**src/include/rsq_defines.svh**
```systemverilog
// offsets, field positions, reset values and timing counts of the signal quality block
`ifndef RSQ_DEFINES_SVH
`define RSQ_DEFINES_SVH

// ==========================================================
// register indices (byte address is four times the index)
`define RSQ_IDX_AVG_CTRL      10'h025
`define RSQ_IDX_MODE_CTRL     10'h03e
`define RSQ_IDX_STRENGTH      10'h210
`define RSQ_IDX_IRQ_STATUS    10'h300
`define RSQ_IDX_IRQ_MASK      10'h301
`define RSQ_IDX_LQI_LAST      10'h302

// ==========================================================
// field positions
`define RSQ_BEACON_IRQ_MASK   7
`define RSQ_WAKE_BEACON_SEL   6
`define RSQ_AVG_SEL_HI        5
`define RSQ_AVG_SEL_LO        4
`define RSQ_STRENGTH_REQUEST  7
`define RSQ_APPEND_EN         6
`define RSQ_STRENGTH_DONE     0
`define RSQ_IRQ_PACKET        0
`define RSQ_IRQ_STRENGTH      1

// ==========================================================
// reset values
`define RSQ_AVG_CTRL_RESET    8'h30
`define RSQ_MODE_CTRL_RESET   8'h00
`define RSQ_IRQ_MASK_RESET    2'h0

// ==========================================================
// strength mapping and link quality timing
`define RSQ_POWER_FLOOR_DBM   (-90)
`define RSQ_POWER_CEIL_DBM    (-35)
`define RSQ_STRENGTH_SLOPE    14'h004a
`define RSQ_LQI_SYMBOLS       2'd3
`define RSQ_LQI_SCALE         14'h0055

// ==========================================================
// bus answers
`define RSQ_RESP_OKAY         2'h0
`define RSQ_RESP_SLVERR       2'h2

`endif

```
**src/include/rsq_pkg.sv**
```systemverilog
// types shared by the signal quality block
`default_nettype none

package rsq_pkg;

   // ==========================================================
   // packet store sequencer, gray coded along its appending path; the LQI to IDLE exit flips both bits
   typedef enum logic [1:0] {
      RSQ_IDLE   = 2'b00,
      RSQ_FWD    = 2'b01,
      RSQ_LQI    = 2'b11,
      RSQ_STRGTH = 2'b10
   } rsq_state_type;

endpackage

`default_nettype wire

```
**src/verilog/rsq_top.sv**
```systemverilog
// received signal strength and link quality reporting with axi4-lite registers
//
// Our own choice: the AXI4-Lite interface to the registers.
`include "rsq_defines.svh"
`default_nettype none

module rsq_top
   import rsq_pkg::*;
#(
   parameter int ADDR_W = 12
) (
   // clock and reset
   input  wire logic              aclk,
   input  wire logic              aresetn,
   // axi4-lite write
   input  wire logic [ADDR_W-1:0] s_axi_awaddr,
   input  wire logic              s_axi_awvalid,
   output logic                   s_axi_awready,
   input  wire logic [31:0]       s_axi_wdata,
   input  wire logic [3:0]        s_axi_wstrb,
   input  wire logic              s_axi_wvalid,
   output logic                   s_axi_wready,
   output logic [1:0]             s_axi_bresp,
   output logic                   s_axi_bvalid,
   input  wire logic              s_axi_bready,
   // axi4-lite read
   input  wire logic [ADDR_W-1:0] s_axi_araddr,
   input  wire logic              s_axi_arvalid,
   output logic                   s_axi_arready,
   output logic [31:0]            s_axi_rdata,
   output logic [1:0]             s_axi_rresp,
   output logic                   s_axi_rvalid,
   input  wire logic              s_axi_rready,
   // demodulator: per-symbol power and chip correlation
   input  wire logic              sym_stb,
   input  wire logic signed [7:0] power_dbm,
   input  wire logic              preamble_active,
   input  wire logic [4:0]        corr_match,
   // received octet stream
   input  wire logic              rx_valid,
   input  wire logic [7:0]        rx_data,
   input  wire logic              rx_sop,
   input  wire logic              rx_eop,
   input  wire logic              rx_fcs_ok,
   output logic                   rx_ready,
   // receive buffer write port
   output logic                   buf_wr,
   output logic [7:0]             buf_data,
   // interrupt
   output logic                   irq
);

   // ==========================================================
   // decoding helpers
   function automatic logic map_ok(input logic [9:0] idx);
      map_ok = idx == `RSQ_IDX_AVG_CTRL  || idx == `RSQ_IDX_MODE_CTRL ||
               idx == `RSQ_IDX_STRENGTH  || idx == `RSQ_IDX_IRQ_STATUS ||
               idx == `RSQ_IDX_IRQ_MASK  || idx == `RSQ_IDX_LQI_LAST;
   endfunction

   function automatic logic [7:0] power_to_code(input logic signed [7:0] p);
      logic [7:0]  d;
      logic [13:0] t;
      d = 8'(p - 8'(`RSQ_POWER_FLOOR_DBM));
      t = {6'h0, d} * `RSQ_STRENGTH_SLOPE;
      if (p <= 8'(`RSQ_POWER_FLOOR_DBM))
         power_to_code = 8'h00;
      else if (p >= 8'(`RSQ_POWER_CEIL_DBM))
         power_to_code = 8'hff;
      else
         power_to_code = t[11:4];
   endfunction

   // ==========================================================
   // registers
   logic [7:0]  avg_ctrl_reg;
   logic [7:0]  mode_ctrl_reg;
   logic [7:0]  strength_reg;
   logic [7:0]  lqi_reg;
   logic [7:0]  lqi_last_reg;
   logic [1:0]  irq_status_reg;
   logic [1:0]  irq_mask_reg;

   // bus state
   logic [9:0]  aw_idx_reg;
   logic [31:0] w_data_reg;
   logic        w_strb0_reg;
   logic        aw_got;
   logic        w_got;
   logic        wr_fire;
   logic [9:0]  ar_idx;
   logic [7:0]  wbyte;

   assign aw_got  = !s_axi_awready;
   assign w_got   = !s_axi_wready;
   assign wr_fire = aw_got && w_got && !s_axi_bvalid;
   assign wbyte   = w_data_reg[7:0];
   assign ar_idx  = s_axi_araddr[11:2];

   // ==========================================================
   // write channel: address and data in either order
   always_ff @(posedge aclk) begin
      if (!aresetn) begin
         s_axi_awready <= 1'b1;
         s_axi_wready  <= 1'b1;
         s_axi_bvalid  <= 1'b0;
         s_axi_bresp   <= `RSQ_RESP_OKAY;
         aw_idx_reg    <= 10'h000;
         w_data_reg    <= 32'h0000_0000;
         w_strb0_reg   <= 1'b0;
      end else begin
         if (s_axi_awvalid && s_axi_awready) begin
            aw_idx_reg    <= s_axi_awaddr[11:2];
            s_axi_awready <= 1'b0;
         end
         if (s_axi_wvalid && s_axi_wready) begin
            w_data_reg   <= s_axi_wdata;
            w_strb0_reg  <= s_axi_wstrb[0];
            s_axi_wready <= 1'b0;
         end
         if (wr_fire) begin
            s_axi_bvalid <= 1'b1;
            s_axi_bresp  <= map_ok(aw_idx_reg) ? `RSQ_RESP_OKAY : `RSQ_RESP_SLVERR;
         end
         if (s_axi_bvalid && s_axi_bready) begin
            s_axi_bvalid  <= 1'b0;
            s_axi_awready <= 1'b1;
            s_axi_wready  <= 1'b1;
         end
      end
   end

   // ==========================================================
   // read channel: one cycle from address to data
   always_ff @(posedge aclk) begin
      if (!aresetn) begin
         s_axi_arready <= 1'b1;
         s_axi_rvalid  <= 1'b0;
         s_axi_rdata   <= 32'h0000_0000;
         s_axi_rresp   <= `RSQ_RESP_OKAY;
      end else if (s_axi_arvalid && s_axi_arready) begin
         s_axi_arready <= 1'b0;
         s_axi_rvalid  <= 1'b1;
         s_axi_rresp   <= map_ok(ar_idx) ? `RSQ_RESP_OKAY : `RSQ_RESP_SLVERR;
         case (ar_idx)
            `RSQ_IDX_AVG_CTRL:   s_axi_rdata <= {24'h0, avg_ctrl_reg};
            `RSQ_IDX_MODE_CTRL:  s_axi_rdata <= {24'h0, mode_ctrl_reg};
            `RSQ_IDX_STRENGTH:   s_axi_rdata <= {24'h0, strength_reg};
            `RSQ_IDX_IRQ_STATUS: s_axi_rdata <= {30'h0, irq_status_reg};
            `RSQ_IDX_IRQ_MASK:   s_axi_rdata <= {30'h0, irq_mask_reg};
            `RSQ_IDX_LQI_LAST:   s_axi_rdata <= {24'h0, lqi_last_reg};
            default:             s_axi_rdata <= 32'h0000_0000;
         endcase
      end else if (s_axi_rvalid && s_axi_rready) begin
         s_axi_rvalid  <= 1'b0;
         s_axi_arready <= 1'b1;
      end
   end

   // ==========================================================
   // strength averaging
   logic       avg_restart;
   logic [7:0] avg_value;
   logic       avg_done;
   logic       req_wr;

   assign req_wr = wr_fire && w_strb0_reg && aw_idx_reg == `RSQ_IDX_MODE_CTRL &&
                   wbyte[`RSQ_STRENGTH_REQUEST];
   // a fresh request or a new window length discards a partial window
   assign avg_restart = req_wr || (wr_fire && w_strb0_reg && aw_idx_reg == `RSQ_IDX_AVG_CTRL);

   rsq_avg #(
      .CODE_W (8)
   ) u_avg (
      .aclk    (aclk),
      .aresetn (aresetn),
      .restart (avg_restart),
      .sel     (avg_ctrl_reg[`RSQ_AVG_SEL_HI:`RSQ_AVG_SEL_LO]),
      .sym_stb (sym_stb),
      .code    (power_to_code(power_dbm)),
      .avg     (avg_value),
      .done    (avg_done)
   );

   always_ff @(posedge aclk) begin
      if (!aresetn)
         strength_reg <= 8'h00;
      else if (avg_done)
         strength_reg <= avg_value;
   end

   // ==========================================================
   // control registers
   always_ff @(posedge aclk) begin
      if (!aresetn) begin
         avg_ctrl_reg <= `RSQ_AVG_CTRL_RESET;
         irq_mask_reg <= `RSQ_IRQ_MASK_RESET;
      end else if (wr_fire && w_strb0_reg) begin
         if (aw_idx_reg == `RSQ_IDX_AVG_CTRL)
            avg_ctrl_reg <= {wbyte[7:4], 4'h0};
         if (aw_idx_reg == `RSQ_IDX_IRQ_MASK)
            irq_mask_reg <= wbyte[1:0];
      end
   end

   // request self-clears when done is raised; done clears on a new request
   always_ff @(posedge aclk) begin
      if (!aresetn) begin
         mode_ctrl_reg <= `RSQ_MODE_CTRL_RESET;
      end else begin
         if (wr_fire && w_strb0_reg && aw_idx_reg == `RSQ_IDX_MODE_CTRL) begin
            mode_ctrl_reg[`RSQ_APPEND_EN]        <= wbyte[`RSQ_APPEND_EN];
            mode_ctrl_reg[`RSQ_STRENGTH_REQUEST] <= wbyte[`RSQ_STRENGTH_REQUEST];
            if (wbyte[`RSQ_STRENGTH_REQUEST])
               mode_ctrl_reg[`RSQ_STRENGTH_DONE] <= 1'b0;
         end else if (avg_done && mode_ctrl_reg[`RSQ_STRENGTH_REQUEST]) begin
            mode_ctrl_reg[`RSQ_STRENGTH_REQUEST] <= 1'b0;
            mode_ctrl_reg[`RSQ_STRENGTH_DONE]    <= 1'b1;
         end
      end
   end

   // ==========================================================
   // link quality from preamble chip correlation
   logic [1:0] lqi_cnt_reg;
   logic [6:0] corr_sum_reg;
   logic [6:0] corr_sum_next;
   logic [13:0] lqi_scaled;

   assign corr_sum_next = corr_sum_reg + {2'h0, corr_match};
   // 3 x 32 chips = 96 maps onto 255 via x * 85 / 32
   assign lqi_scaled = {7'h00, corr_sum_next} * `RSQ_LQI_SCALE;

   always_ff @(posedge aclk) begin
      if (!aresetn || !preamble_active) begin
         lqi_cnt_reg  <= 2'd0;
         corr_sum_reg <= 7'h00;
      end else if (sym_stb && lqi_cnt_reg != `RSQ_LQI_SYMBOLS) begin
         lqi_cnt_reg  <= lqi_cnt_reg + 2'd1;
         corr_sum_reg <= corr_sum_next;
      end
   end

   always_ff @(posedge aclk) begin
      if (!aresetn)
         lqi_reg <= 8'h00;
      else if (preamble_active && sym_stb && lqi_cnt_reg == `RSQ_LQI_SYMBOLS - 2'd1)
         lqi_reg <= lqi_scaled[12:5];
   end

   // ==========================================================
   // packet store sequencer
   rsq_state_type state_reg;
   logic          good_reg;
   logic          append_reg;
   logic          pkt_stored;

   assign pkt_stored = (state_reg == RSQ_LQI && !append_reg) || state_reg == RSQ_STRGTH;

   always_ff @(posedge aclk) begin
      if (!aresetn) begin
         state_reg  <= RSQ_IDLE;
         rx_ready   <= 1'b1;
         good_reg   <= 1'b0;
         append_reg <= 1'b0;
      end else begin
         case (state_reg)
            RSQ_IDLE: begin
               if (rx_valid && rx_sop && !rx_eop)
                  state_reg <= RSQ_FWD;
            end
            RSQ_FWD: begin
               if (rx_valid && rx_eop) begin
                  // stall the source while the trailer octets go in
                  rx_ready   <= 1'b0;
                  good_reg   <= rx_fcs_ok;
                  append_reg <= rx_fcs_ok && mode_ctrl_reg[`RSQ_APPEND_EN];
                  state_reg  <= RSQ_LQI;
               end
            end
            RSQ_LQI: begin
               if (append_reg) begin
                  state_reg <= RSQ_STRGTH;
               end else begin
                  state_reg <= RSQ_IDLE;
                  rx_ready  <= 1'b1;
               end
            end
            RSQ_STRGTH: begin
               state_reg <= RSQ_IDLE;
               rx_ready  <= 1'b1;
            end
            default: begin
               state_reg <= RSQ_IDLE;
               rx_ready  <= 1'b1;
            end
         endcase
      end
   end

   // buffer writes: stream octets, then quality, then strength
   always_ff @(posedge aclk) begin
      if (!aresetn) begin
         buf_wr       <= 1'b0;
         buf_data     <= 8'h00;
         lqi_last_reg <= 8'h00;
      end else begin
         buf_wr <= 1'b0;
         if (rx_valid && rx_ready && (state_reg == RSQ_FWD || rx_sop)) begin
            buf_wr   <= 1'b1;
            buf_data <= rx_data;
         end else if (state_reg == RSQ_LQI) begin
            buf_wr       <= 1'b1;
            buf_data     <= lqi_reg;
            lqi_last_reg <= lqi_reg;
         end else if (state_reg == RSQ_STRGTH) begin
            buf_wr   <= 1'b1;
            buf_data <= strength_reg;
         end
      end
   end

   // ==========================================================
   // interrupts: set beats a write-one clear in the same cycle
   logic [1:0] irq_set;
   logic [1:0] irq_clr;

   assign irq_set = {avg_done && mode_ctrl_reg[`RSQ_STRENGTH_REQUEST], pkt_stored && good_reg};
   assign irq_clr = (wr_fire && w_strb0_reg && aw_idx_reg == `RSQ_IDX_IRQ_STATUS) ?
                    wbyte[1:0] : 2'h0;

   always_ff @(posedge aclk) begin
      if (!aresetn) begin
         irq_status_reg <= 2'h0;
         irq            <= 1'b0;
      end else begin
         irq_status_reg <= (irq_status_reg & ~irq_clr) | irq_set;
         irq            <= |(((irq_status_reg & ~irq_clr) | irq_set) & irq_mask_reg);
      end
   end

endmodule

`default_nettype wire

```
**src/verilog/rsq_avg.sv**
```systemverilog
// running strength averager over a selectable number of symbols
`default_nettype none

module rsq_avg #(
   parameter int CODE_W = 8
) (
   // clock and reset
   input  wire logic              aclk,
   input  wire logic              aresetn,
   // control
   input  wire logic              restart,
   input  wire logic [1:0]        sel,
   // samples
   input  wire logic              sym_stb,
   input  wire logic [CODE_W-1:0] code,
   // result
   output logic [CODE_W-1:0]      avg,
   output logic                   done
);

   logic [CODE_W+2:0] sum_reg;
   logic [3:0]        cnt_reg;
   logic [3:0]        target;
   logic [CODE_W+2:0] sum_next;

   // 1, 2, 4 or 8 symbols per average
   assign target   = 4'h1 << sel;
   assign sum_next = sum_reg + {3'h0, code};

   // ==========================================================
   // accumulate
   always_ff @(posedge aclk) begin
      if (!aresetn || restart) begin
         sum_reg <= '0;
         cnt_reg <= 4'h0;
      end else if (sym_stb) begin
         if (cnt_reg + 4'h1 == target) begin
            sum_reg <= '0;
            cnt_reg <= 4'h0;
         end else begin
            sum_reg <= sum_next;
            cnt_reg <= cnt_reg + 4'h1;
         end
      end
   end

   // ==========================================================
   // result
   always_ff @(posedge aclk) begin
      if (!aresetn) begin
         avg  <= '0;
         done <= 1'b0;
      end else begin
         done <= 1'b0;
         if (!restart && sym_stb && cnt_reg + 4'h1 == target) begin
            avg  <= CODE_W'(sum_next >> sel);
            done <= 1'b1;
         end
      end
   end

endmodule

`default_nettype wire

```
**config.mk**
```make
export PLATFORM = sky130hd
export DESIGN_NAME = rsq_top
export DESIGN_NICKNAME = d
export VERILOG_FILES = /design/src/include/rsq_pkg.sv /design/src/verilog/rsq_top.sv /design/src/verilog/rsq_avg.sv
export VERILOG_INCLUDE_DIRS = /design/src /design/src/include
export SDC_FILE = /design/constraint.sdc
export NUM_CORES = 1
export LEC_CHECK = 0
export ABC_AREA = 1
export BUFFER_PORTS_ARGS = -buffer_cell sky130_fd_sc_hd__buf_4
export CORE_ASPECT_RATIO = 1.5
export CORE_MARGIN = 3
export CORE_UTILIZATION = 45
export DETAILED_ROUTE_END_ITERATION = 8
export MAX_ROUTING_LAYER = met4
export PLACE_DENSITY = 0.67
export SKIP_CTS_REPAIR_TIMING = 1
export SYNTH_ARGS = -nofsm -noshare
export SYNTH_HDL_FRONTEND = slang
export SYNTH_SLANG_ARGS = --single-unit
export TNS_END_PERCENT = 10
```
**constraint.sdc**
```tcl
create_clock -name aclk -period 6.3 [get_ports aclk]
set_input_delay 1.26 -clock aclk [delete_from_list [all_inputs] [get_ports aclk]]
set_output_delay 1.26 -clock aclk [all_outputs]
set_load 0.005 [all_outputs]
```
==> results.toml, run 1 <==
[layout]
mostFrequentLayoutCells = "nand2_1 (244), inv_1 (150), dfxtp_1 (115)"
drive_gt1_share_pct = 13.02
area_delta_synth_final_pct = 17.04
stdcell_count = 1412
antenna_cells = 0
mostFrequentLayoutCell = "nand2_1"
largest_reg_flops = 11
finalNetCount = 1363

[detailed_routing]
wire_per_inst_um = 12.50
dr.pass1.iters = 4
drtAntennaViolNets = 0
drtIter0Drc = 289
vias = 7047
avgViaCountPerCell = 4.991
wirelength_um = 17650
drc_errors = 0

[timing]
setup_violations = 0
slew_viol_final = 0
hold_viol = 0
rsz0062_at_grt = "no"
final.setup.tns_ns = 0
worstMarginPinSlew_ns = 0.8276
max_freq_mhz = 188.4
worst_clock_skew_ns = 0.01188
min_period_ns = 5.307
holdWs_ns = 0.4553
maxSlewHeadroom_pct = 44.67
period_share_pct = 84.24

[synth]
yosys_warnings = 0
syn-instance-count = 1112
yosysSeqAreaShare_pct = 30.06
ys_ff_latch = 115
syn_avg_cell_area_um2 = 6.888
yosys.cell_types.count = 44
synth_area_mm2 = 0.007660

[floorplan]
core_area_mm2 = 0.01647
pin_count = 146
fp.dieW_um = 112.5
rows = 57
start_util_pct = 46.50
die_area_mm2 = 0.01866
die_h_um = 165.8

[job]
cap_violations = 0

[critical_path]
startpoint = "power_dbm[1]"
cpPeakStageDelay_ns = 0.50
end_kind = "flip-flop"
cp-start-kind = "primary input"
critPathSlowestCell = "fa_1"
r2r_start = "corr_sum_reg[0]"
reg2reg_slack_ns = 2.11
critPathMaxFanout = 5
path_common_cell = "nand2_1"
crit_family = "adder cells"
crit_type = "in -> reg"
cp_data_arrival_time_ns = 5.61
required_ns = 6.60
timing.critical_path.buf_inv = 3

[placed_design]
gp_congestion = 0.9190
dp.cells = 1380
dp_hpwl_um = 13920
portBuffers = 86

[clocking]
cts_made_buffers = 17
clk_latency_ns = 0.41
cts_tree = "done"
max-clock-path-buffers = 2
path_clk_slew_ns = 0.06
root_buffer = "clkbuf_16"
clkSinkCount = 115
h-tree-depth = 4

[outcome]
status = "finished, final reports clean"

[global_route]
grt_pass1_vias = 6841
grt_remaining_overflow = 0
grt.total_usage_pct = 19.93
antenna_found_initial = 0
grt_pass1_wl_um = 30440
grt_max_degree = 65

[power]
ir_worst_vdd_mv = 0.1949
p_leak_uw = 0.004445
p_per_area_mw_per_mm2 = 309.7

[min_path]
hold_path.class = "reg -> reg"
hp-start = "avg_ctrl_reg[6]"
==> layer usage <==
layer  GRT usage (%)  part of all wire, %  routed length [um]
met1           21.73                   41                7207
met2           36.47                   54                9533
met3           3.026                  3.3                 591
met4           6.747                  1.8                 318
met5               -                    0                   0
==> power by group <==
| part | leakage [uW] | total (uW) | switching, uW | internal [uW] |
|---|---|---|---|---|
| Clock | 0.000297 | 1000 | 363 | 637 |
| Sequential | 0.000937 | 799 | 29.0 | 770 |
| Combinational | 0.00321 | 978 | 602 | 376 |
==> through the flow <==
step | power (uW) | instance area [um^2] | util [%] | setup slack (ns)
after floorplan | 1583 | 7754 | - | 1.161
after global placement | 1780 | 8346 | 50.66 | 0.6375
after detailed placement | 1793 | 8346 | 50.66 | 0.5588
after CTS | 2796 | 8965 | 54.42 | 0.9635
after global routing | 2992 | 8965 | 54.42 | 0.5239
final | 2777 | 8965 | 54.42 | 0.9926
==> cells in the mapped netlist, drive strengths merged <==
cell | number | area [um^2]
clkbuf | 18 | 67.56
a41oi | 8 | 70.07
a31oi | 3 | 18.77
buf | 32 | 251.5
fa | 11 | 220.2
o21bai | 5 | 37.54
o31ai | 1 | 7.510
nand3 | 104 | 545.5
conb | 1 | 3.750
inv | 157 | 591.8
xor2 | 10 | 87.58
clkinv | 1 | 3.750
nand2 | 253 | 972.2
a211oi | 1 | 7.510
nand4 | 11 | 68.82
a21oi | 87 | 469.2
xnor2 | 7 | 61.31
ha | 65 | 813.3
nor2 | 109 | 436.7
a21o | 1 | 7.510
nor3 | 12 | 65.06
or2 | 3 | 18.77
nor4 | 1 | 6.260
a21boi | 4 | 30.03
o21ai | 78 | 390.4
nand3b | 5 | 37.54
o211ai | 3 | 22.52
o21a | 4 | 30.03
dfxtp | 115 | 2302
a211o | 1 | 8.760
o22ai | 1 | 6.260
==> cells by family after synthesis <==
logic type | Yosys count | share of synthesized area (%)
AOI/OAI and AO/OA | 197 | 14.44
xor gates and xnor gates | 17 | 1.944
adders and majority gates | 76 | 13.49
buffers and inverters | 208 | 11.94
DFF | 115 | 30.06
other | 1 | 0.04896
and+or+nand+nor | 498 | 28.08
==> layout make-up <==
class,count,area [um^2]
inverter,158,595.6
multi-input combinational,814,4537
timing repair buffer,87,653.1
clock buffer,18,439.2
sequential,115,2302
fill,1646,7510
clock inverter,14,180.2
tap,206,257.7
==> worst min-delay path: stages (launching register included) <==
cell and delay (ns):
dfxtp_1 0.31, inv_1 0.05, a21oi_1 0.05
==> worst paths after layout <==
check	cells past startpoint	endpoint
max	29	u_avg.avg[7]
min	2	avg_ctrl_reg[6]
max reg2reg	24	lqi_reg[7]
min reg2reg	2	avg_ctrl_reg[6]
Power figures use the tool's default switching activity.
==> run 2, diff against run 1 <==
--- a/config.mk
+++ b/config.mk
@@ -13,7 +13,7 @@
 export CORE_UTILIZATION = 45
 export DETAILED_ROUTE_END_ITERATION = 8
 export MAX_ROUTING_LAYER = met4
-export PLACE_DENSITY = 0.67
+export PLACE_DENSITY = 0.7
 export SKIP_CTS_REPAIR_TIMING = 1
 export SYNTH_ARGS = -nofsm -noshare
 export SYNTH_HDL_FRONTEND = slang
==> constraint.sdc (replaced) <==
create_clock -name aclk -period 4.86 [get_ports aclk]
set_input_delay 0.972 -clock aclk [delete_from_list [all_inputs] [get_ports aclk]]
set_output_delay 0.972 -clock aclk [all_outputs]
set_load 0.005 [all_outputs]
==> results.toml, run 2 (synthesis gave the netlist of run 1 again) <==
[timing]
hold_viol = 0
maxSlewHeadroom_pct = 42.62
setup_violations = 0
worstMarginPinSlew_ns = 0.8583
slew_viol_final = 0
holdWs_ns = 0.4553
worst_clock_skew_ns = 0.01129
max_freq_mhz = 217.7
period_share_pct = 94.51
setup_slack_ns = 0.2667
min_period_ns = 4.593

[detailed_routing]
avgViaCountPerCell = 5.078
vias = 7368
drc_errors = 0
wirelength_um = 18440
drtIter0Drc = 304
wire_per_inst_um = 12.71
drtAntennaViolNets = 0
dr.pass1.iters = 5

[layout]
fin_area_mm2 = 0.009398
fill_cells = 1584
area_delta_synth_final_pct = 22.69
drive_gt1_share_pct = 18.39
mostFrequentLayoutCells = "nand2_1 (230), inv_1 (148), buf_4 (125)"
largest_reg_flops = 11
finalNetCount = 1402
mostFrequentLayoutCell = "nand2_1"
antenna_cells = 0

[global_route]
met1_usage_pct = 21.02
grt_pass1_vias = 7125
grt_pass1_wl_um = 30890
grt.total_usage_pct = 20.20
antenna_found_initial = 0
busiest_layer = "met2"
use_met2_pct = 37.53
use_met3_pct = 3.682
grt_max_degree = 65
grt_remaining_overflow = 0

[clocking]
root_buffer = "clkbuf_16"
path_clk_slew_ns = 0.06
cts_tree = "done"
h-tree-depth = 4
max-clock-path-buffers = 2
cts_made_buffers = 17
clk_latency_ns = 0.42
clkSinkCount = 115

[floorplan]
die_h_um = 165.8
rows = 57
core_area_mm2 = 0.01647
fp.dieW_um = 112.5
pin_count = 146
die_area_mm2 = 0.01866
start_util_pct = 46.50

[power]
ir_worst_vdd_mv = 0.2647
p_leak_uw = 0.004641
p_per_area_mw_per_mm2 = 411.2

[critical_path]
r2r_start = "corr_sum_reg[0]"
startpoint = "power_dbm[3]"
path_common_cell = "nand2_2"
cp_data_arrival_time_ns = 4.90
end_kind = "flip-flop"
cpPeakStageDelay_ns = 0.48
critPathSlowestCell = "fa_1"
cp-start-kind = "primary input"
critPathMaxFanout = 5
crit_type = "in -> reg"
required_ns = 5.17

[job]
cap_violations = 0

[placed_design]
portBuffers = 86
gp_congestion = 0.9216
post_dp_cell_area_mm2 = 0.008616
pre_cts_slack_ns = -0.4458
dp_hpwl_um = 14070

[outcome]
status = "finished, final reports clean"

[min_path]
hp-start = "avg_ctrl_reg[6]"
hold_path.class = "reg -> reg"
-- run 2: cell count changes in the layout (fill, tap and decap cells not counted), sizes merged --
cell,before,now
bufinv,3,2
clkbuf,18,17
clkinvlp,2,1
clkinv,8,7
buf,87,126
inv,159,163
-- run 2: where the power goes --
| group | switching, uW | leakage, uW | total (uW) | internal, uW |
|---|---|---|---|---|
| Clock | 498 | 0.000293 | 1270 | 770 |
| Sequential | 39.5 | 0.000937 | 1040 | 997 |
| Combinational | 876 | 0.00341 | 1560 | 684 |
| Total | 1410 | 0.00464 | 3860 | 2450 |
-- run 2: path summary, 6_finish.rpt --
path                     end  slack (ns)  cells after the start
min          avg_ctrl_reg[6]        0.46                      2
min reg2reg  avg_ctrl_reg[6]        0.46                      2
max reg2reg       lqi_reg[7]        0.62                     26
max             u_avg.avg[5]        0.27                     29
-- run 2: area by class of cell --
cell class,count,area (um^2),share of cell area [%]
tap,206,257.7,2.743
sequential,115,2302,24.50
timing repair buffer,126,949.7,10.11
clock buffer,17,425.4,4.527
clock inverter,15,173.9,1.851
inverter,158,595.6,6.337
multi-input combinational,814,4693,49.94
-- run 2: through the flow --
step | util (%) | total power, uW | std cells | TNS [ns]
floorplan | - | 2053 | 1137 | 0
global placement | 52.30 | 2469 | 1416 | -3.252
detailed placement | 52.30 | 2490 | 1416 | -3.674
CTS | 55.94 | 3761 | 1448 | -0.03179
global route | 57.04 | 4146 | 1451 | -0.1391
finish | 57.04 | 3865 | 1451 | 0
-- run 2: critical path, delay by kind of cell --
family / cells / cell delay, ns
AO/OA/AOI/OAI: 3 / 0.42
adder cells (fa/ha/maj): 5 / 1.65
XOR/XNOR: 2 / 0.32
AND/OR/NAND/NOR: 15 / 1.18
buffers and inverters: 4 / 0.32
-- run 2: metal layers --
| layer | vias to the layer above | share of wire (%) |
|---|---|---|
| met4 | 0 | 2.7 |
| met3 | 40 | 3.8 |
| met5 | - | 0 |
| li1 | 3826 | - |
| met1 | 3341 | 40 |
| met2 | 161 | 54 |
==> run 3, diff against run 2 <==
--- a/config.mk
+++ b/config.mk
@@ -13,7 +13,7 @@
 export CORE_UTILIZATION = 45
 export DETAILED_ROUTE_END_ITERATION = 8
 export MAX_ROUTING_LAYER = met4
-export PLACE_DENSITY = 0.7
+export PLACE_DENSITY = 0.67
 export SKIP_CTS_REPAIR_TIMING = 1
 export SYNTH_ARGS = -nofsm -noshare
 export SYNTH_HDL_FRONTEND = slang
==> constraint.sdc (replaced) <==
create_clock -name aclk -period 4.8 [get_ports aclk]
set_input_delay 0.96 -clock aclk [delete_from_list [all_inputs] [get_ports aclk]]
set_output_delay 0.96 -clock aclk [all_outputs]
set_load 0.005 [all_outputs]
==> results.toml, run 3 (synthesis gave the netlist of run 1 again) <==
[timing]
min_period_ns = 4.599
period_share_pct = 95.80
worst_clock_skew_ns = 0.008302
final.setup.tns_ns = 0
maxSlewHeadroom_pct = 42.42
max_freq_mhz = 217.5
setup_slack_ns = 0.2015
setup_violations = 0
hold_viol = 0
slew_viol_final = 0
worstMarginPinSlew_ns = 0.8613

[clocking]
root_buffer = "clkbuf_16"
clk_latency_ns = 0.41
path_clk_slew_ns = 0.06
clkSinkCount = 115
cts_tree = "done"
h-tree-depth = 4
max-clock-path-buffers = 2
cts_made_buffers = 17

[layout]
finish.utilization_pct = 57.41
mostFrequentLayoutCell = "nand2_1"
area_delta_synth_final_pct = 23.47
ff_latch_area_mm2 = 0.002302
largest_reg_flops = 11
mostFrequentLayoutCells = "nand2_1 (227), inv_1 (145), buf_4 (135)"
antenna_cells = 0
fin_area_mm2 = 0.009458
drive_gt1_share_pct = 19.62
multiInputGateArea_mm2 = 0.004715
fill_cells = 1604
finalNetCount = 1411

[critical_path]
cpPeakStageDelay_ns = 0.49
path_common_cell = "nand2_2"
crit_type = "in -> reg"
reg2reg_slack_ns = 0.66
required_ns = 5.10
cp-start-kind = "primary input"
timing.critical_path.buf_inv = 4
critPathMaxFanout = 5
critPathSlowestCell = "fa_1"
crit_family = "adder cells"
end_kind = "flip-flop"
cp_data_arrival_time_ns = 4.90

[floorplan]
core_area_mm2 = 0.01647
fp.dieW_um = 112.5
start_util_pct = 46.50
rows = 57
die_area_mm2 = 0.01866
pin_count = 146
die_h_um = 165.8

[global_route]
grt_max_degree = 65
antenna_found_initial = 0
grt.total_usage_pct = 20.22
grt_remaining_overflow = 0
grt_pass1_vias = 6943
grt_pass1_wl_um = 30860

[placed_design]
post_dp_cell_area_mm2 = 0.008688
pre_cts_slack_ns = -0.5385
gp_congestion = 0.9290
dp_hpwl_um = 14300
portBuffers = 86

[detailed_routing]
avgViaCountPerCell = 5.000
wire_per_inst_um = 12.64
drtIter0Drc = 330
vias = 7300
wirelength_um = 18450
dr.pass1.iters = 5
drc_errors = 0
drtAntennaViolNets = 0

[power]
internal_power_uw = 2477
p_switching_uw = 1460
p_clk_share_pct = 31.0
ir_worst_vdd_mv = 0.2863
p_per_area_mw_per_mm2 = 416.3
seqPwrFrac_pct = 26.7
combPwrFrac_pct = 42.3
p_sw_share_pct = 37.08
p_leak_uw = 0.004665

[job]
cap_violations = 0

[min_path]
hold_path.class = "reg -> reg"

[outcome]
status = "finished, final reports clean"
## run 3: cell count changes in the layout (fill, tap and decap cells not counted), moves of 3 or more
cell | before | now
inv_2 | 8 | 11
nand2_2 | 23 | 26
clkinv_4 | 5 | 2
buf_4 | 125 | 135
inv_1 | 148 | 145
clkinvlp_4 | 1 | 4
nand2_1 | 230 | 227
## run 3: tightest hold or removal path: cells and delay by family, from the launching register on
kind	cells	cell delay, ns
AOI/OAI and AO/OA	1	0.05
DFF	1	0.29
buffers and inverters	1	0.06
## run 3: area by class of cell
| type | instances | share of cell area (%) |
|---|---|---|
| timing repair buffer | 135 | 10.72 |
| tap | 206 | 2.725 |
| sequential | 115 | 24.34 |
| clock buffer | 17 | 4.498 |
| multi-input combinational | 814 | 49.85 |
| inverter | 158 | 6.297 |
| clock inverter | 15 | 1.574 |
## run 3: worst paths after layout
check | startpoint | endpoint | depth (start not counted)
worst max-delay path | power_dbm[1] | u_avg.avg[7] | 29
worst min-delay path | u_avg.avg[6] | strength_reg[6] | 2
worst max register to register | corr_sum_reg[0] | lqi_reg[7] | 26
worst min register to register | u_avg.avg[6] | strength_reg[6] | 2
## run 3: per-stage QoR
step | hold slack, ns | std cells | total power, uW
after floorplan | 0.4240 | 1137 | 2088
after global placement | 0.4436 | 1424 | 2556
after detailed placement | 0.4473 | 1424 | 2580
after CTS | 0.4572 | 1456 | 3814
after global routing | 0.4813 | 1460 | 4238
final | 0.4535 | 1460 | 3937
## run 3: power groups by stage
stage / registers (uW) / logic [uW] / clock network (uW)
floorplan: 1060 / 1030 / 0
global route: 1060 / 1900 / 1280
finish: 1050 / 1670 / 1220
detailed placement: 1070 / 1510 / 0
CTS: 1050 / 1530 / 1240
global placement: 1070 / 1490 / 0
## run 3: per-layer routing
layer | global-route usage [%] | share of wire (%) | vias up
met5 | - | 0 | -
met4 | 6.328 | 1.8 | 0
met3 | 2.953 | 3.6 | 24
met2 | 37.19 | 55 | 143
met1 | 22.15 | 40 | 3301
li1 | - | - | 3832
